<file path="config.mk">
export PLATFORM = sky130hd
export DESIGN_NAME = adcseq_top
export DESIGN_NICKNAME = d
export VERILOG_FILES = /design/src/design/adcseq_pkg.sv /design/src/design/adcseq_sar_if.sv /design/src/design/adcseq_sar.sv /design/src/design/adcseq_top.sv
export VERILOG_INCLUDE_DIRS = /design/src /design/src/design
export SDC_FILE = /design/constraint.sdc
export NUM_CORES = 1
export LEC_CHECK = 0
export BUFFER_PORTS_ARGS = -buffer_cell sky130_fd_sc_hd__buf_2
export CORE_ASPECT_RATIO = 0.75
export CORE_MARGIN = 5
export CORE_UTILIZATION = 59
export DETAILED_ROUTE_END_ITERATION = 10
export GPL_TIMING_DRIVEN = 0
export HOLD_SLACK_MARGIN = 0.15
export PLACE_DENSITY = 0.92
export REMOVE_ABC_BUFFERS = 1
export SLEW_MARGIN = 20
export SYNTH_ARGS = -nofsm -noshare
export SYNTH_HDL_FRONTEND = slang
export SYNTH_SLANG_ARGS = --single-unit
</file>
<file path="constraint.sdc">
create_clock -name clock -period 5.28 [get_ports clock]
set_clock_uncertainty 0.15 [all_clocks]
set_input_delay 0.792 -clock clock [delete_from_list [all_inputs] [get_ports clock]]
set_output_delay 0.792 -clock clock [all_outputs]
set_load 0.005 [all_outputs]
</file>
<file path="src/design/adcseq_params.svh">
// constants for the converter sequencer: timing counts, channel map, reset values
`ifndef ADCSEQ_PARAMS_SVH
`define ADCSEQ_PARAMS_SVH

`define ADCSEQ_RES_BITS      10
`define ADCSEQ_CH_BITS       3
`define ADCSEQ_NUM_REGS      4
// synchronisation delay, states (slow / fast)
`define ADCSEQ_DLY_SLOW      5'h0a
`define ADCSEQ_DLY_FAST      5'h06
// sampling interval, states
`define ADCSEQ_SPL_SLOW      9'h03f
`define ADCSEQ_SPL_FAST      9'h01f
// full slot of a scan conversion, states
`define ADCSEQ_SLOT_SLOW     9'h100
`define ADCSEQ_SLOT_FAST     9'h080
`define ADCSEQ_ONE9          9'h001
`define ADCSEQ_ONE5          5'h01
`define ADCSEQ_ZERO9         9'h000
`define ADCSEQ_ZERO5         5'h00
`define ADCSEQ_ZERO_RES      10'h000
`define ADCSEQ_BIT_TOP       4'h9
`define ADCSEQ_ONE4          4'h1
`define ADCSEQ_ZERO4         4'h0
`define ADCSEQ_ZERO_CH       3'h0
`define ADCSEQ_GRP_BIT       2
`endif

</file>
<file path="src/design/adcseq_pkg.sv">
// types shared by the converter sequencer modules
package adcseq_pkg;
  typedef enum logic [2:0] {
    ADCSEQ_IDLE   = 3'b000,
    ADCSEQ_SYNC   = 3'b001,
    ADCSEQ_SAMPLE = 3'b010,
    ADCSEQ_CONV   = 3'b011,
    ADCSEQ_DONE   = 3'b100
  } adcseq_state_e;
  typedef logic [9:0] adcseq_res_t;
endpackage : adcseq_pkg

</file>
<file path="src/design/adcseq_sar_if.sv">
// link between sequencer and successive-approximation register
`timescale 1ns/1ps
interface adcseq_sar_if;
  logic        start;
  logic        abort;
  logic        cmpHigh;
  logic [9:0]  trial;
  logic        busy;
  logic        done;
  logic [9:0]  result;
  modport seq (output start, output abort, input busy, input done, input result, input trial);
  modport sar (input start, input abort, input cmpHigh, output trial, output busy, output done, output result);
endinterface : adcseq_sar_if

</file>
<file path="src/design/adcseq_sar.sv">
// ten-bit successive-approximation register, one bit decided per step
`timescale 1ns/1ps
`include "adcseq_params.svh"
module adcseq_sar
  import adcseq_pkg::*;
(
  // clock and reset
  input  wire logic clock,
  input  wire logic rst_b,
  // step pacing from sequencer
  input  wire logic stepEn,
  // sequencer link
  adcseq_sar_if.sar sarIf
);
  typedef struct packed {
    logic        busy;
    logic        done;
    logic [3:0]  bitIdx;
    adcseq_res_t trial;
    adcseq_res_t result;
  } adcseq_sar_s;

  adcseq_sar_s st_r;
  adcseq_sar_s st_nxt;

  // ==========================================================
  // approximation steps
  // one bit per step, top bit first, so ten steps give ten bits
  always_comb begin
    st_nxt      = st_r;
    st_nxt.done = 1'b0;
    if (sarIf.abort) begin
      st_nxt.busy = 1'b0;
    end else if (sarIf.start) begin
      st_nxt.busy   = 1'b1;
      st_nxt.bitIdx = `ADCSEQ_BIT_TOP;
      st_nxt.trial  = `ADCSEQ_ZERO_RES;
      st_nxt.trial[`ADCSEQ_BIT_TOP] = 1'b1;
    end else if (st_r.busy && stepEn) begin
      // keep the trial bit only if input is at or above the trial level
      st_nxt.trial[st_r.bitIdx] = sarIf.cmpHigh;
      if (st_r.bitIdx == `ADCSEQ_ZERO4) begin
        st_nxt.busy   = 1'b0;
        st_nxt.done   = 1'b1;
        st_nxt.result = {st_r.trial[9:1], sarIf.cmpHigh};
      end else begin
        st_nxt.bitIdx = st_r.bitIdx - `ADCSEQ_ONE4;
        st_nxt.trial[st_r.bitIdx - `ADCSEQ_ONE4] = 1'b1;
      end
    end
  end

  always_ff @(posedge clock) begin
    if (!rst_b) begin
      st_r <= '0;
    end else begin
      st_r <= st_nxt;
    end
  end

  assign sarIf.busy   = st_r.busy;
  assign sarIf.done   = st_r.done;
  assign sarIf.result = st_r.result;
  assign sarIf.trial  = st_r.trial;

  a_sar_ten_bits: assert property (@(posedge clock) disable iff (!rst_b)
    sarIf.done |-> $past(st_r.bitIdx) == `ADCSEQ_ZERO4)
    else $error("result produced before all ten bits decided");
endmodule : adcseq_sar

</file>
<file path="src/design/adcseq_top.sv">
// converter sequencer: single and scan modes, start bit, end flag, trigger, timing
// How it works
// results come from a ten-bit successive-approximation register
// single mode starts on start bit or trigger; bit clears when conversion ends
// completion sets end flag; interrupt raised same cycle when enabled
// end flag clears only by status read while set, then writing zero
// halt before mode/channel changes; start may be set with new selection
// single result goes to the selected channel's register, then idle
// channels 0/4 to register a, up to channels 3/7 to register d
// scan starts on channel 0 or channel 4 by group select
// scan converts channels back to back, cycling until start bit clears
// after last scan channel: set flag, request interrupt, restart group
// scan restart after a stop resumes from the group's first channel
// synchronisation delay before sampling, 10-17 slow, 6-9 fast states
// sampling lasts 63 slow or 31 fast states
// first conversion totals 259-266 slow or 131-134 fast states
// later scan conversions take exactly 256 slow or 128 fast states
// with trigger enabled, a falling trigger edge sets start bit
// triggered conversion behaves exactly like a software start
// trigger ignored while disabled; edges found after synchronisation
// clearing start bit aborts without result store or end flag
`timescale 1ns/1ps
`include "adcseq_params.svh"
module adcseq_top
  import adcseq_pkg::*;
(
  // clock and reset
  input  wire logic        clock,
  input  wire logic        rst_b,
  // control/status register write side and status read strobe
  input  wire logic        ctrlWrite,
  input  wire logic        wrStartBit,
  input  wire logic        wrEndFlag,
  input  wire logic        wrIrqEnable,
  input  wire logic        wrScanMode,
  input  wire logic        wrTimeSelect,
  input  wire logic [2:0]  wrChannel,
  input  wire logic        statusRead,
  // trigger configuration and pin
  input  wire logic        extTriggerEnable,
  input  wire logic        extTriggerInput,
  // analog comparator
  input  wire logic        cmpHigh,
  // status outputs
  output logic             conversionStartBit,
  output logic             conversionEndFlag,
  output logic             endIrqEnable,
  output logic             scanMode,
  output logic             conversionTimeSelect,
  output logic [2:0]       channelSelect,
  output logic             endOfConversionIrq,
  output logic [9:0]       resultRegA,
  output logic [9:0]       resultRegB,
  output logic [9:0]       resultRegC,
  output logic [9:0]       resultRegD,
  output logic [2:0]       activeChannel
);
  typedef struct packed {
    adcseq_state_e state;
    logic          start;
    logic          endFlag;
    logic          flagSeen;
    logic          irqEn;
    logic          scan;
    logic          conversion_time_select;
    logic [2:0]    chSel;
    logic [2:0]    curCh;
    logic          irq;
    logic          firstConv;
    logic [4:0]    dlyCnt;
    logic [8:0]    slotCnt;
    logic [1:0]    trgSync;
    logic          trgLast;
    logic [3:0][9:0] result;
  } adcseq_top_s;

  adcseq_top_s st_r;
  adcseq_top_s st_nxt;

  adcseq_sar_if sarIf ();
  logic         stepEn;
  logic         trigFall;
  logic         startReq;
  logic [4:0]   dlyLen;
  logic [8:0]   splLen;
  logic [8:0]   slotLen;
  logic [2:0]   grpFirst;
  logic [2:0]   grpLast;

  // ==========================================================
  // approximation core
  adcseq_sar u_sar (
    .clock (clock),
    .rst_b (rst_b),
    .stepEn(stepEn),
    .sarIf (sarIf.sar)
  );
  assign sarIf.cmpHigh = cmpHigh;

  // ==========================================================
  // derived timing and channel range
  // slow option stretches every phase, so the slot doubles too
  assign dlyLen   = st_r.conversion_time_select ? `ADCSEQ_DLY_FAST : `ADCSEQ_DLY_SLOW;
  assign splLen   = st_r.conversion_time_select ? `ADCSEQ_SPL_FAST : `ADCSEQ_SPL_SLOW;
  assign slotLen  = st_r.conversion_time_select ? `ADCSEQ_SLOT_FAST : `ADCSEQ_SLOT_SLOW;
  assign grpFirst = {st_r.chSel[`ADCSEQ_GRP_BIT], 2'b00};
  assign grpLast  = st_r.scan ? st_r.chSel : grpFirst;
  // one approximation step every 16 (slow) or 8 (fast) states keeps the sar inside the slot
  assign stepEn   = st_r.conversion_time_select ? (st_r.slotCnt[2:0] == 3'h7) : (st_r.slotCnt[3:0] == 4'hf);
  // edge taken from the second synchroniser stage only
  assign trigFall = st_r.trgLast & ~st_r.trgSync[1];
  assign startReq = extTriggerEnable & trigFall;

  // ==========================================================
  // next state
  always_comb begin
    st_nxt            = st_r;
    st_nxt.irq        = 1'b0;
    st_nxt.trgSync    = {st_r.trgSync[0], extTriggerInput};
    st_nxt.trgLast    = st_r.trgSync[1];
    sarIf.start       = 1'b0;
    sarIf.abort       = 1'b0;
    // register write; new selection may arrive with the start bit
    if (ctrlWrite) begin
      st_nxt.irqEn = wrIrqEnable;
      st_nxt.scan  = wrScanMode;
      st_nxt.conversion_time_select   = wrTimeSelect;
      st_nxt.chSel = wrChannel;
      st_nxt.start = wrStartBit;
      // zero clears the flag only after it was read as one
      if (!wrEndFlag && st_r.flagSeen) begin
        st_nxt.endFlag = 1'b0;
      end
      st_nxt.flagSeen = 1'b0;
    end
    if (statusRead && st_r.endFlag) begin
      st_nxt.flagSeen = 1'b1;
    end
    if (startReq) begin
      st_nxt.start = 1'b1;
    end
    unique case (st_r.state)
      ADCSEQ_IDLE: begin
        if (st_nxt.start) begin
          st_nxt.state     = ADCSEQ_SYNC;
          // a fresh scan start always begins at the group head
          st_nxt.curCh     = ctrlWrite ? {wrChannel[`ADCSEQ_GRP_BIT], 2'b00} : grpFirst;
          if (!(ctrlWrite ? wrScanMode : st_r.scan)) begin
            st_nxt.curCh = ctrlWrite ? wrChannel : st_r.chSel;
          end
          st_nxt.firstConv = 1'b1;
          st_nxt.dlyCnt    = `ADCSEQ_ONE5;
        end
      end
      ADCSEQ_SYNC: begin
        st_nxt.dlyCnt = st_r.dlyCnt + `ADCSEQ_ONE5;
        if (st_r.dlyCnt == dlyLen) begin
          st_nxt.state   = ADCSEQ_SAMPLE;
          st_nxt.slotCnt = `ADCSEQ_ONE9;
        end
      end
      ADCSEQ_SAMPLE: begin
        st_nxt.slotCnt = st_r.slotCnt + `ADCSEQ_ONE9;
        if (st_r.slotCnt == splLen) begin
          st_nxt.state = ADCSEQ_CONV;
          sarIf.start  = 1'b1;
        end
      end
      ADCSEQ_CONV: begin
        st_nxt.slotCnt = st_r.slotCnt + `ADCSEQ_ONE9;
        // whole slot counted from sampling start: first conversion = delay + slot
        // the done state is the slot's last state, so counting stops one short of the slot
        if (st_r.slotCnt == (slotLen - `ADCSEQ_ONE9)) begin
          st_nxt.state = ADCSEQ_DONE;
        end
      end
      ADCSEQ_DONE: begin
        st_nxt.result[st_r.curCh[1:0]] = sarIf.result;
        if (!st_r.scan) begin
          st_nxt.start   = 1'b0;
          st_nxt.endFlag = 1'b1;
          st_nxt.irq     = st_r.irqEn;
          st_nxt.state   = ADCSEQ_IDLE;
        end else begin
          // next channel straight away, no resync
          st_nxt.state     = ADCSEQ_SAMPLE;
          st_nxt.slotCnt   = `ADCSEQ_ONE9;
          st_nxt.firstConv = 1'b0;
          if (st_r.curCh == grpLast) begin
            st_nxt.curCh   = grpFirst;
            st_nxt.endFlag = 1'b1;
            st_nxt.irq     = st_r.irqEn;
          end else begin
            st_nxt.curCh = st_r.curCh + 3'h1;
          end
        end
      end
      default: begin
        st_nxt.state = ADCSEQ_IDLE;
      end
    endcase
    // software stop discards work in flight; set beats clear for start via trigger
    if (!st_nxt.start && st_r.state != ADCSEQ_IDLE && st_r.state != ADCSEQ_DONE) begin
      st_nxt.state = ADCSEQ_IDLE;
      sarIf.abort  = 1'b1;
    end
  end

  // ==========================================================
  // state register
  always_ff @(posedge clock) begin
    if (!rst_b) begin
      st_r         <= '0;
      st_r.trgSync <= 2'b11;
      st_r.trgLast <= 1'b1;
    end else begin
      st_r <= st_nxt;
    end
  end

  // ==========================================================
  // outputs, all from flip-flops
  assign conversionStartBit   = st_r.start;
  assign conversionEndFlag    = st_r.endFlag;
  assign endIrqEnable         = st_r.irqEn;
  assign scanMode             = st_r.scan;
  assign conversionTimeSelect = st_r.conversion_time_select;
  assign channelSelect        = st_r.chSel;
  assign endOfConversionIrq   = st_r.irq;
  assign resultRegA           = st_r.result[0];
  assign resultRegB           = st_r.result[1];
  assign resultRegC           = st_r.result[2];
  assign resultRegD           = st_r.result[3];
  assign activeChannel        = st_r.curCh;

  // ==========================================================
  // checks
  // interrupt only ever accompanies the flag it reports
  a_irq_with_flag: assert property (@(posedge clock) disable iff (!rst_b)
    endOfConversionIrq |-> conversionEndFlag && endIrqEnable)
    else $error("interrupt without end flag and enable");
  a_single_clears_start: assert property (@(posedge clock) disable iff (!rst_b)
    (st_r.state == ADCSEQ_DONE && !st_r.scan) |=> !conversionStartBit && conversionEndFlag)
    else $error("single conversion end did not clear start");
  a_flag_clear_order: assert property (@(posedge clock) disable iff (!rst_b)
    $fell(conversionEndFlag) |-> $past(st_r.flagSeen) && $past(ctrlWrite))
    else $error("end flag cleared without read first");
  a_scan_group_head: assert property (@(posedge clock) disable iff (!rst_b)
    (st_r.state == ADCSEQ_IDLE && st_nxt.state == ADCSEQ_SYNC && st_nxt.scan)
    |=> activeChannel[1:0] == 2'b00)
    else $error("scan did not begin at group head");
  // slow delay: at least eight more states spent in sync after it begins
  a_sync_delay_len: assert property (@(posedge clock) disable iff (!rst_b)
    $rose(st_r.state == ADCSEQ_SYNC) && !st_r.conversion_time_select |-> (st_r.state == ADCSEQ_SYNC) [*8] ##1
    (st_r.state == ADCSEQ_SYNC))
    else $error("synchronisation delay too short");
  // sampling counts 1..31, so conversion is seen 31 states after the first sample state
  a_sample_len: assert property (@(posedge clock) disable iff (!rst_b)
    (st_r.state == ADCSEQ_SAMPLE && st_r.slotCnt == `ADCSEQ_ONE9 && st_r.conversion_time_select && st_r.start)
    |-> ##31 ((st_r.state == ADCSEQ_CONV) || !st_r.start))
    else $error("fast sampling not 31 states");
  // done to done is one whole scan slot
  a_scan_slot_len: assert property (@(posedge clock) disable iff (!rst_b)
    (st_r.state == ADCSEQ_DONE && st_r.scan && st_r.conversion_time_select && st_nxt.start)
    |-> ##128 ((st_r.state == ADCSEQ_DONE) || !st_r.start))
    else $error("fast scan slot not 128 states");
  a_trig_ignored: assert property (@(posedge clock) disable iff (!rst_b)
    (!extTriggerEnable && !ctrlWrite && !conversionStartBit) |=> !conversionStartBit)
    else $error("start set while trigger disabled");
  // an abort must not raise the flag and must leave every result untouched
  a_abort_no_store: assert property (@(posedge clock) disable iff (!rst_b)
    (sarIf.abort) |=> !$rose(conversionEndFlag) && $stable({resultRegA, resultRegB, resultRegC, resultRegD}))
    else $error("abort set the end flag or stored a result");

  // ==========================================================
  // further timing and sequencing checks
  // the interrupt is a single-cycle pulse
  a_irq_one_cycle: assert property (@(posedge clock) disable iff (!rst_b)
    endOfConversionIrq |=> !endOfConversionIrq)
    else $error("interrupt pulse longer than one cycle");
  // slow first conversion: done state 265 states after sync begins, 266 in all
  a_first_conv_slow: assert property (@(posedge clock) disable iff (!rst_b)
    $rose(st_r.state == ADCSEQ_SYNC) && !st_r.conversion_time_select |-> ##265 ((st_r.state == ADCSEQ_DONE) || !st_r.start))
    else $error("slow first conversion outside its time");
  // fast first conversion: 134 states in all
  a_first_conv_fast: assert property (@(posedge clock) disable iff (!rst_b)
    $rose(st_r.state == ADCSEQ_SYNC) && st_r.conversion_time_select |-> ##133 ((st_r.state == ADCSEQ_DONE) || !st_r.start))
    else $error("fast first conversion outside its time");
  // results move only in the done state
  a_result_hold: assert property (@(posedge clock) disable iff (!rst_b)
    (st_r.state != ADCSEQ_DONE) |=> $stable({resultRegA, resultRegB, resultRegC, resultRegD}))
    else $error("result changed outside a completed conversion");
  // last scan channel done: flag up and back to the group head
  a_scan_wraps: assert property (@(posedge clock) disable iff (!rst_b)
    (st_r.state == ADCSEQ_DONE && st_r.scan && st_r.curCh == st_r.chSel && st_nxt.start)
    |=> activeChannel[1:0] == 2'b00 && conversionEndFlag)
    else $error("scan did not wrap to group head with flag");
  // enabled trigger edge sets start; a single-mode done state clears it in the same cycle
  a_trig_starts: assert property (@(posedge clock) disable iff (!rst_b)
    (extTriggerEnable && trigFall && st_r.state != ADCSEQ_DONE) |=> conversionStartBit)
    else $error("trigger edge did not set start");
endmodule : adcseq_top

</file>
* Word level (Yosys, flattened, before mapping) *
Index checks and enable logic that the tools add are counted.

word-level totals
  register bits after elaboration = 98
  latch bits = 0
  memory bits (writable) = 0
  memory bits (read-only) = 0
  input bits = 15
  output and inout bits = 52
  logic and storage cells = 139
  memories kept = 0

cells by class
  $add $sub $neg = 5
  multipliers = 0
  divide/modulo/power cells = 0
  $lt $le $gt $ge = 6
  eq/ne operators = 17
  shift-type cells = 0
  muxes and demuxes = 51
  bitwise operators = 7
  reduce and logical (&&, ||, !) cells = 31

operators by type and width
  kind                                                         count
  bitwise mux 40 bit                                           1
  two-way mux 9 bit                                            4
  two-way mux 3 bit                                            10
  two-way mux 14 bit                                           2
  one-hot mux 9 bit (3 select lines)                           1
  two-way mux 26 bit                                           1
  demux 10 bit (select 2 bit)                                  1
  two-way mux 10 bit                                           2
  two-way mux 1 bit                                            16
  one-hot mux 3 bit (5 select lines)                           1
  bitwise mux 10 bit                                           1
  less-than comparator 4 x 5 -> 1 bit (second input constant)  2
  inequality test 2 bit (second input constant)                5
  bitwise OR 10 bit                                            1
  one-hot mux 5 bit (2 select lines)                           1
  nonzero test 2 bit                                           5
  adder 9 x 1 -> 9 bit (second input constant)                 1
  equality test 9 x 6 -> 1 bit                                 1
  equality test 9 bit                                          1
  AND reduction 3 bit                                          3
  subtractor 9 x 1 -> 9 bit (second input constant)            1
  demux 1 bit (select 4 bit)                                   2
  >= comparator 4 x 1 -> 1 bit (second input constant)         2
  logical AND 1 bit                                            8
  other kinds (27)                                             44

* Logic depth before layout (Yosys ltp) *
  word-level depth = 13
  depth in mapped cells = 8
  gate-level depth less buffers = 7

* Cells and area by module *
From an unflattened synthesis, not the netlist that was laid out.

second synthesis, totals
  cells, all modules = 605
  area, all modules = 5019.8 µm²

by module, submodules not included
  module      instances  cells each  area each (µm²)  seq. area each (µm²)
  adcseq_top  1          444         3634.7           1461.4
  adcseq_sar  1          161         1385.1           520.5

* Least setup slack after synthesis *
Ideal clock, no wire load.

  path type = input-to-reg
  from = input ctrlWrite
  to = register u_sar.st_r, in the netlist u_sar.sarIf.result[0]
  library setup time = 0.072 ns
  arrival time = 2.265 ns
  required time = 5.058 ns
  setup slack = 2.793 ns
  stages = 8
  path buffers = 3
  cell sequence = buf_6 > mux2_4 > or3_1 > buf_2 > and3_4 > buf_6 > nand2_8 > mux2i_1

between the ends
  word-level cells in the longest chain between the ends = 10

RTL lines
  item                                      RTL line           source
  start, declared                           adcseq_top.sv:31   input wire logic ctrlWrite,
  two-way mux 9 bit (*)                     adcseq_top.sv:124  if (ctrlWrite) begin
  two-way mux 1 bit (*)                     adcseq_top.sv:139  if (startReq) begin
  two-way mux 1 bit                         adcseq_top.sv:179  if (!st_r.scan) begin
  two-way mux 2 bit (*)                     adcseq_top.sv:142  unique case (st_r.state)
  logical NOT 1 bit (*)                     adcseq_top.sv:203  if (!st_nxt.start && st_r.state != ADCSEQ_IDLE && st_r.state != ADCSEQ_DONE) begin
  logical AND 1 bit (*) (2 in a row)        adcseq_top.sv:203
  two-way mux 1 bit (*)                     adcseq_top.sv:203
  inverter 1 bit (no source line) (*)       --
  AND reduction 4 bit (no source line) (*)  --
  end signal, assigned                      adcseq_sar.sv:57   st_r <= st_nxt;
  end, declared                             adcseq_sar.sv:23   adcseq_sar_s st_r;

Mark *: on every way between the ends. The rest lies on a longest branch, timed or not. The select of a mux whose other input is x is not followed.
A chain may end at the register's enable or synchronous reset.

* Final worst setup path *
  from = register st_r[43] in the netlist's numbering
  to = register u_sar.st_r, in the netlist u_sar.sarIf.trial[4]

between the ends
  word-level cells in the longest chain between the ends = 5
  elaborated cells on any way between the ends = 10
  classes of those cells = eq/ne: 3; mux: 4; reduce/logical: 3

RTL lines
  item                                                           RTL line                              source
  start, declared                                                adcseq_top.sv:77                      adcseq_top_s st_r;
  start signal, assigned                                         adcseq_top.sv:217                     st_r <= st_nxt;
  equality test 9 x 6 -> 1 bit (tied with other cells)           adcseq_top.sv:164                     if (st_r.slotCnt == splLen) begin
  two-way mux 1 bit (on tied branches)                           adcseq_top.sv:164, adcseq_top.sv:109
  two-way mux 1 bit / logical AND 1 bit (equally long branches)  adcseq_top.sv:142, adcseq_sar.sv:39
  nonzero test 2 bit (no source line)                            --
  AND reduction 2 bit (no source line)                           --

Parallel ways exist; a longest one is shown, timed or not.

==> metrics.txt <==
status=finished clean; WP data required=about 5.4 ns; Simple-Gate Fraction of Synth Area=23.5%; Synth area leaders=dfxtp_1, nand2_1, buf_4; sequential element share of the synthesized area=about two fifths; # rows=28; First-pass DRT Iterations=5; CTS tree=done; total CTS buffers=9; setup tns final=0 ns; Synth async-reset ratio=0%; final worst path period need=2.32 ns; root buf cell=clkbuf_8; Hold Buf Count CTS=0; post-CTS sizing=0; die width=~110 um; Setup crit start kind=flop; Hold Fails Final Rpt=0; compound-cell area share of the yosys netlist=16.2%; vias in the first global route=3812; Lkg Pwr=1.97 nW; critical path arrival=~2.5 ns; H-tree levels=3; multiplexer share of the synthesized area=roughly 4.6%; Setup CP Type=reg -> reg; first-pass GRT wire length=17300 um; final setup vio count=0; max frequency=~430 MHz; Nets=a little over 600; count of pins over their slew limit=0; Worst R2R End=u_sar.sarIf.trial[4]; fraction of layout cells with a size suffix above 1=around 16%; routed via count=roughly 4000; Clock Pin Slew Worst Setup and Hold Paths=around 0.10 ns; Yosys reg bits=a little under 100; RSZ-0062 raised after global routing=no; fin crit share=a little over two fifths; ANT cells=0; number of antenna violations at the first check in global routing=0; routed length per placed instance=roughly 15 um; initial DRC count=about 260; # IOs=67; DP Wirelength=7510 um; top-count cell post-synth=nand2_1; leading area contributor after synthesis=dfxtp_1; gr ovfl total=0; die extent in y=87.3 um; worst r2r path cells=7; R2R Setup Slk=slightly below 3 ns; Slew Limit Headroom=approximately 51%; Crit. End Element=flop; Hold Startpoint=st_nxt[42]; cells after synthesis=580; Worst-Margin Slew=~0.74 ns; Max VDD drop=~0.21 mV; top-area cell type share of the netlist area=between 40% and 50%; largest family of logic cells by synthesized area=simple AND/OR/NAND/NOR gates; largest net degree at the start of global routing=42; vias per inst=approximately 5.8; Primary FF master, synth=dfxtp_1; Yosys cell types=54; post-route antenna net violation count=0; Ys Warns=0; Overall Power=0.00133 W; critical path fanouts, max=9; port bufs=66; area grow syn2layout=4.52%; Hold Path Sink=st_nxt[40]; Synth Cell Area=0.00470 mm^2; Power Density=272 mW/mm^2; Clock Latency Late Sink=~0.37 ns; synth cell count leaders=nand2_1, dfxtp_1, a21oi_1; worst r2r src=st_r[43]; routed wire length=~10000 um; XOR/XNOR Fraction of Synth Area=1.49%; Post-synth EDFFs=0; Routability Congestion=between 0.9 and 1; Synth Area in Adders=2.13%; GRT Total Usage=21.3%; syn_area_per_cell=approximately 8.1 um^2; core footprint=0.00781 mm^2; postcts setup bufs=0; clock buffer depth=2; Hold Path Class=reg -> reg; Starting Density=60.2%; hold path depth=1; DRC viols=0; CTS sink cnt=97; die area=between 0.009 and 0.01 mm^2; MaxCap Viol Count=0
[through the flow]
step | instances | cell area [um^2] | utilization, % | setup slack (ns) | hold slack, ns
2_1_floorplan | 505 | 4220 | - | 2.71 | 0.236
3_3_place_gp | 676 | 4690 | 60.0 | 1.70 | 0.240
3_5_place_dp | 677 | 4710 | 60.2 | 2.60 | 0.265
4_1_cts | 693 | 4910 | 62.8 | 2.60 | 0.287
5_1_grt | 693 | 4910 | 62.9 | 2.80 | 0.307
6_report | 693 | 4910 | 62.9 | 2.96 | 0.283
[cells by family (layout without fill, tap and decap cells)]
| family | Yosys count | count (layout) |
|---|---|---|
| DFF | 97 | 97 |
| buffers and inverters | 83 | 91 |
| xor gates and xnor gates | 8 | 8 |
| adders and majority gates | 8 | 8 |
| and+or+nand+nor | 238 | 238 |
| AOI/OAI and AO/OA | 125 | 125 |
| muxes | 21 | 21 |
[area by class of cell]
type                    instances  area, um^2
fillers                       654        2900
multi-input cells             400        2260
flip-flops and latches         97        1940
repair buffers                 67         350
well taps                     105         131
clock buffers                   9         124
clock inverters                 7        78.8
inverters                       8        30.0
[cell usage in the layout (no fill, tap or decap), types with 9 or more instances in the layout]
cell type  netlist  routed
o21ai_0         21      21
clkbuf_8         0       9
nand2_1        135     135
mux2i_1         20      20
nand3_1         12      12
a21oi_1         61      61
nor2b_1         11      11
nor2_1          28      28
buf_2            5      66
dfxtp_1         97      97
[layer usage]
layer	wire length [um]	GRT usage (%)	up-vias
met5	0	0	-
met4	125	7.10	0
met3	732	5.76	18
met2	5010	36.7	135
met1	4530	26.0	1887
li1	-	-	1945
[registers in the layout, indices dropped and copies added (netlist names), 2 cells and up]
| signal | cells |
|---|---|
| activeChannel | 3 |
| channelSelect | 3 |
| resultRegA | 10 |
| resultRegB | 10 |
| resultRegC | 10 |
| resultRegD | 10 |
| st_nxt | 2 |
| st_r | 19 |
| u_sar.sarIf.result | 10 |
| u_sar.sarIf.trial | 9 |
| u_sar.st_r | 4 |
[how the worst max path moves through the flow]
stage | startpoint | slack, ns | to | cells after the start
floorplan | rst_b | 2.71 | activeChannel[0] | 5
global placement | rst_b | 1.70 | activeChannel[0] | 6
detailed placement | ctrlWrite | 2.60 | u_sar.sarIf.trial[7] | 6
CTS | st_r[73] | 2.60 | st_r[51] | 5
global route | st_r[72] | 2.80 | u_sar.sarIf.trial[7] | 5
finish | st_r[43] | 2.96 | u_sar.sarIf.trial[4] | 7
[power by group]
part	switching, W	internal (W)	leakage (nW)	total [W]
registers	0.0000148	0.000741	0.784	0.000756
clock network	0.000292	0.000191	0.104	0.000482
logic	0.0000587	0.0000379	1.08	0.0000966
total	0.000365	0.000970	1.97	0.00133
[critical path: stages, from the launching register on]
cell and delay, ns:
dfxtp_1 0.38, ha_1 0.22, ha_1 0.16, and2_1 0.15
o21a_2 0.24, nand3_1 0.22, or4_1 0.56, a21oi_1 0.16
No activity file was read; power rests on OpenSTA's default activity.
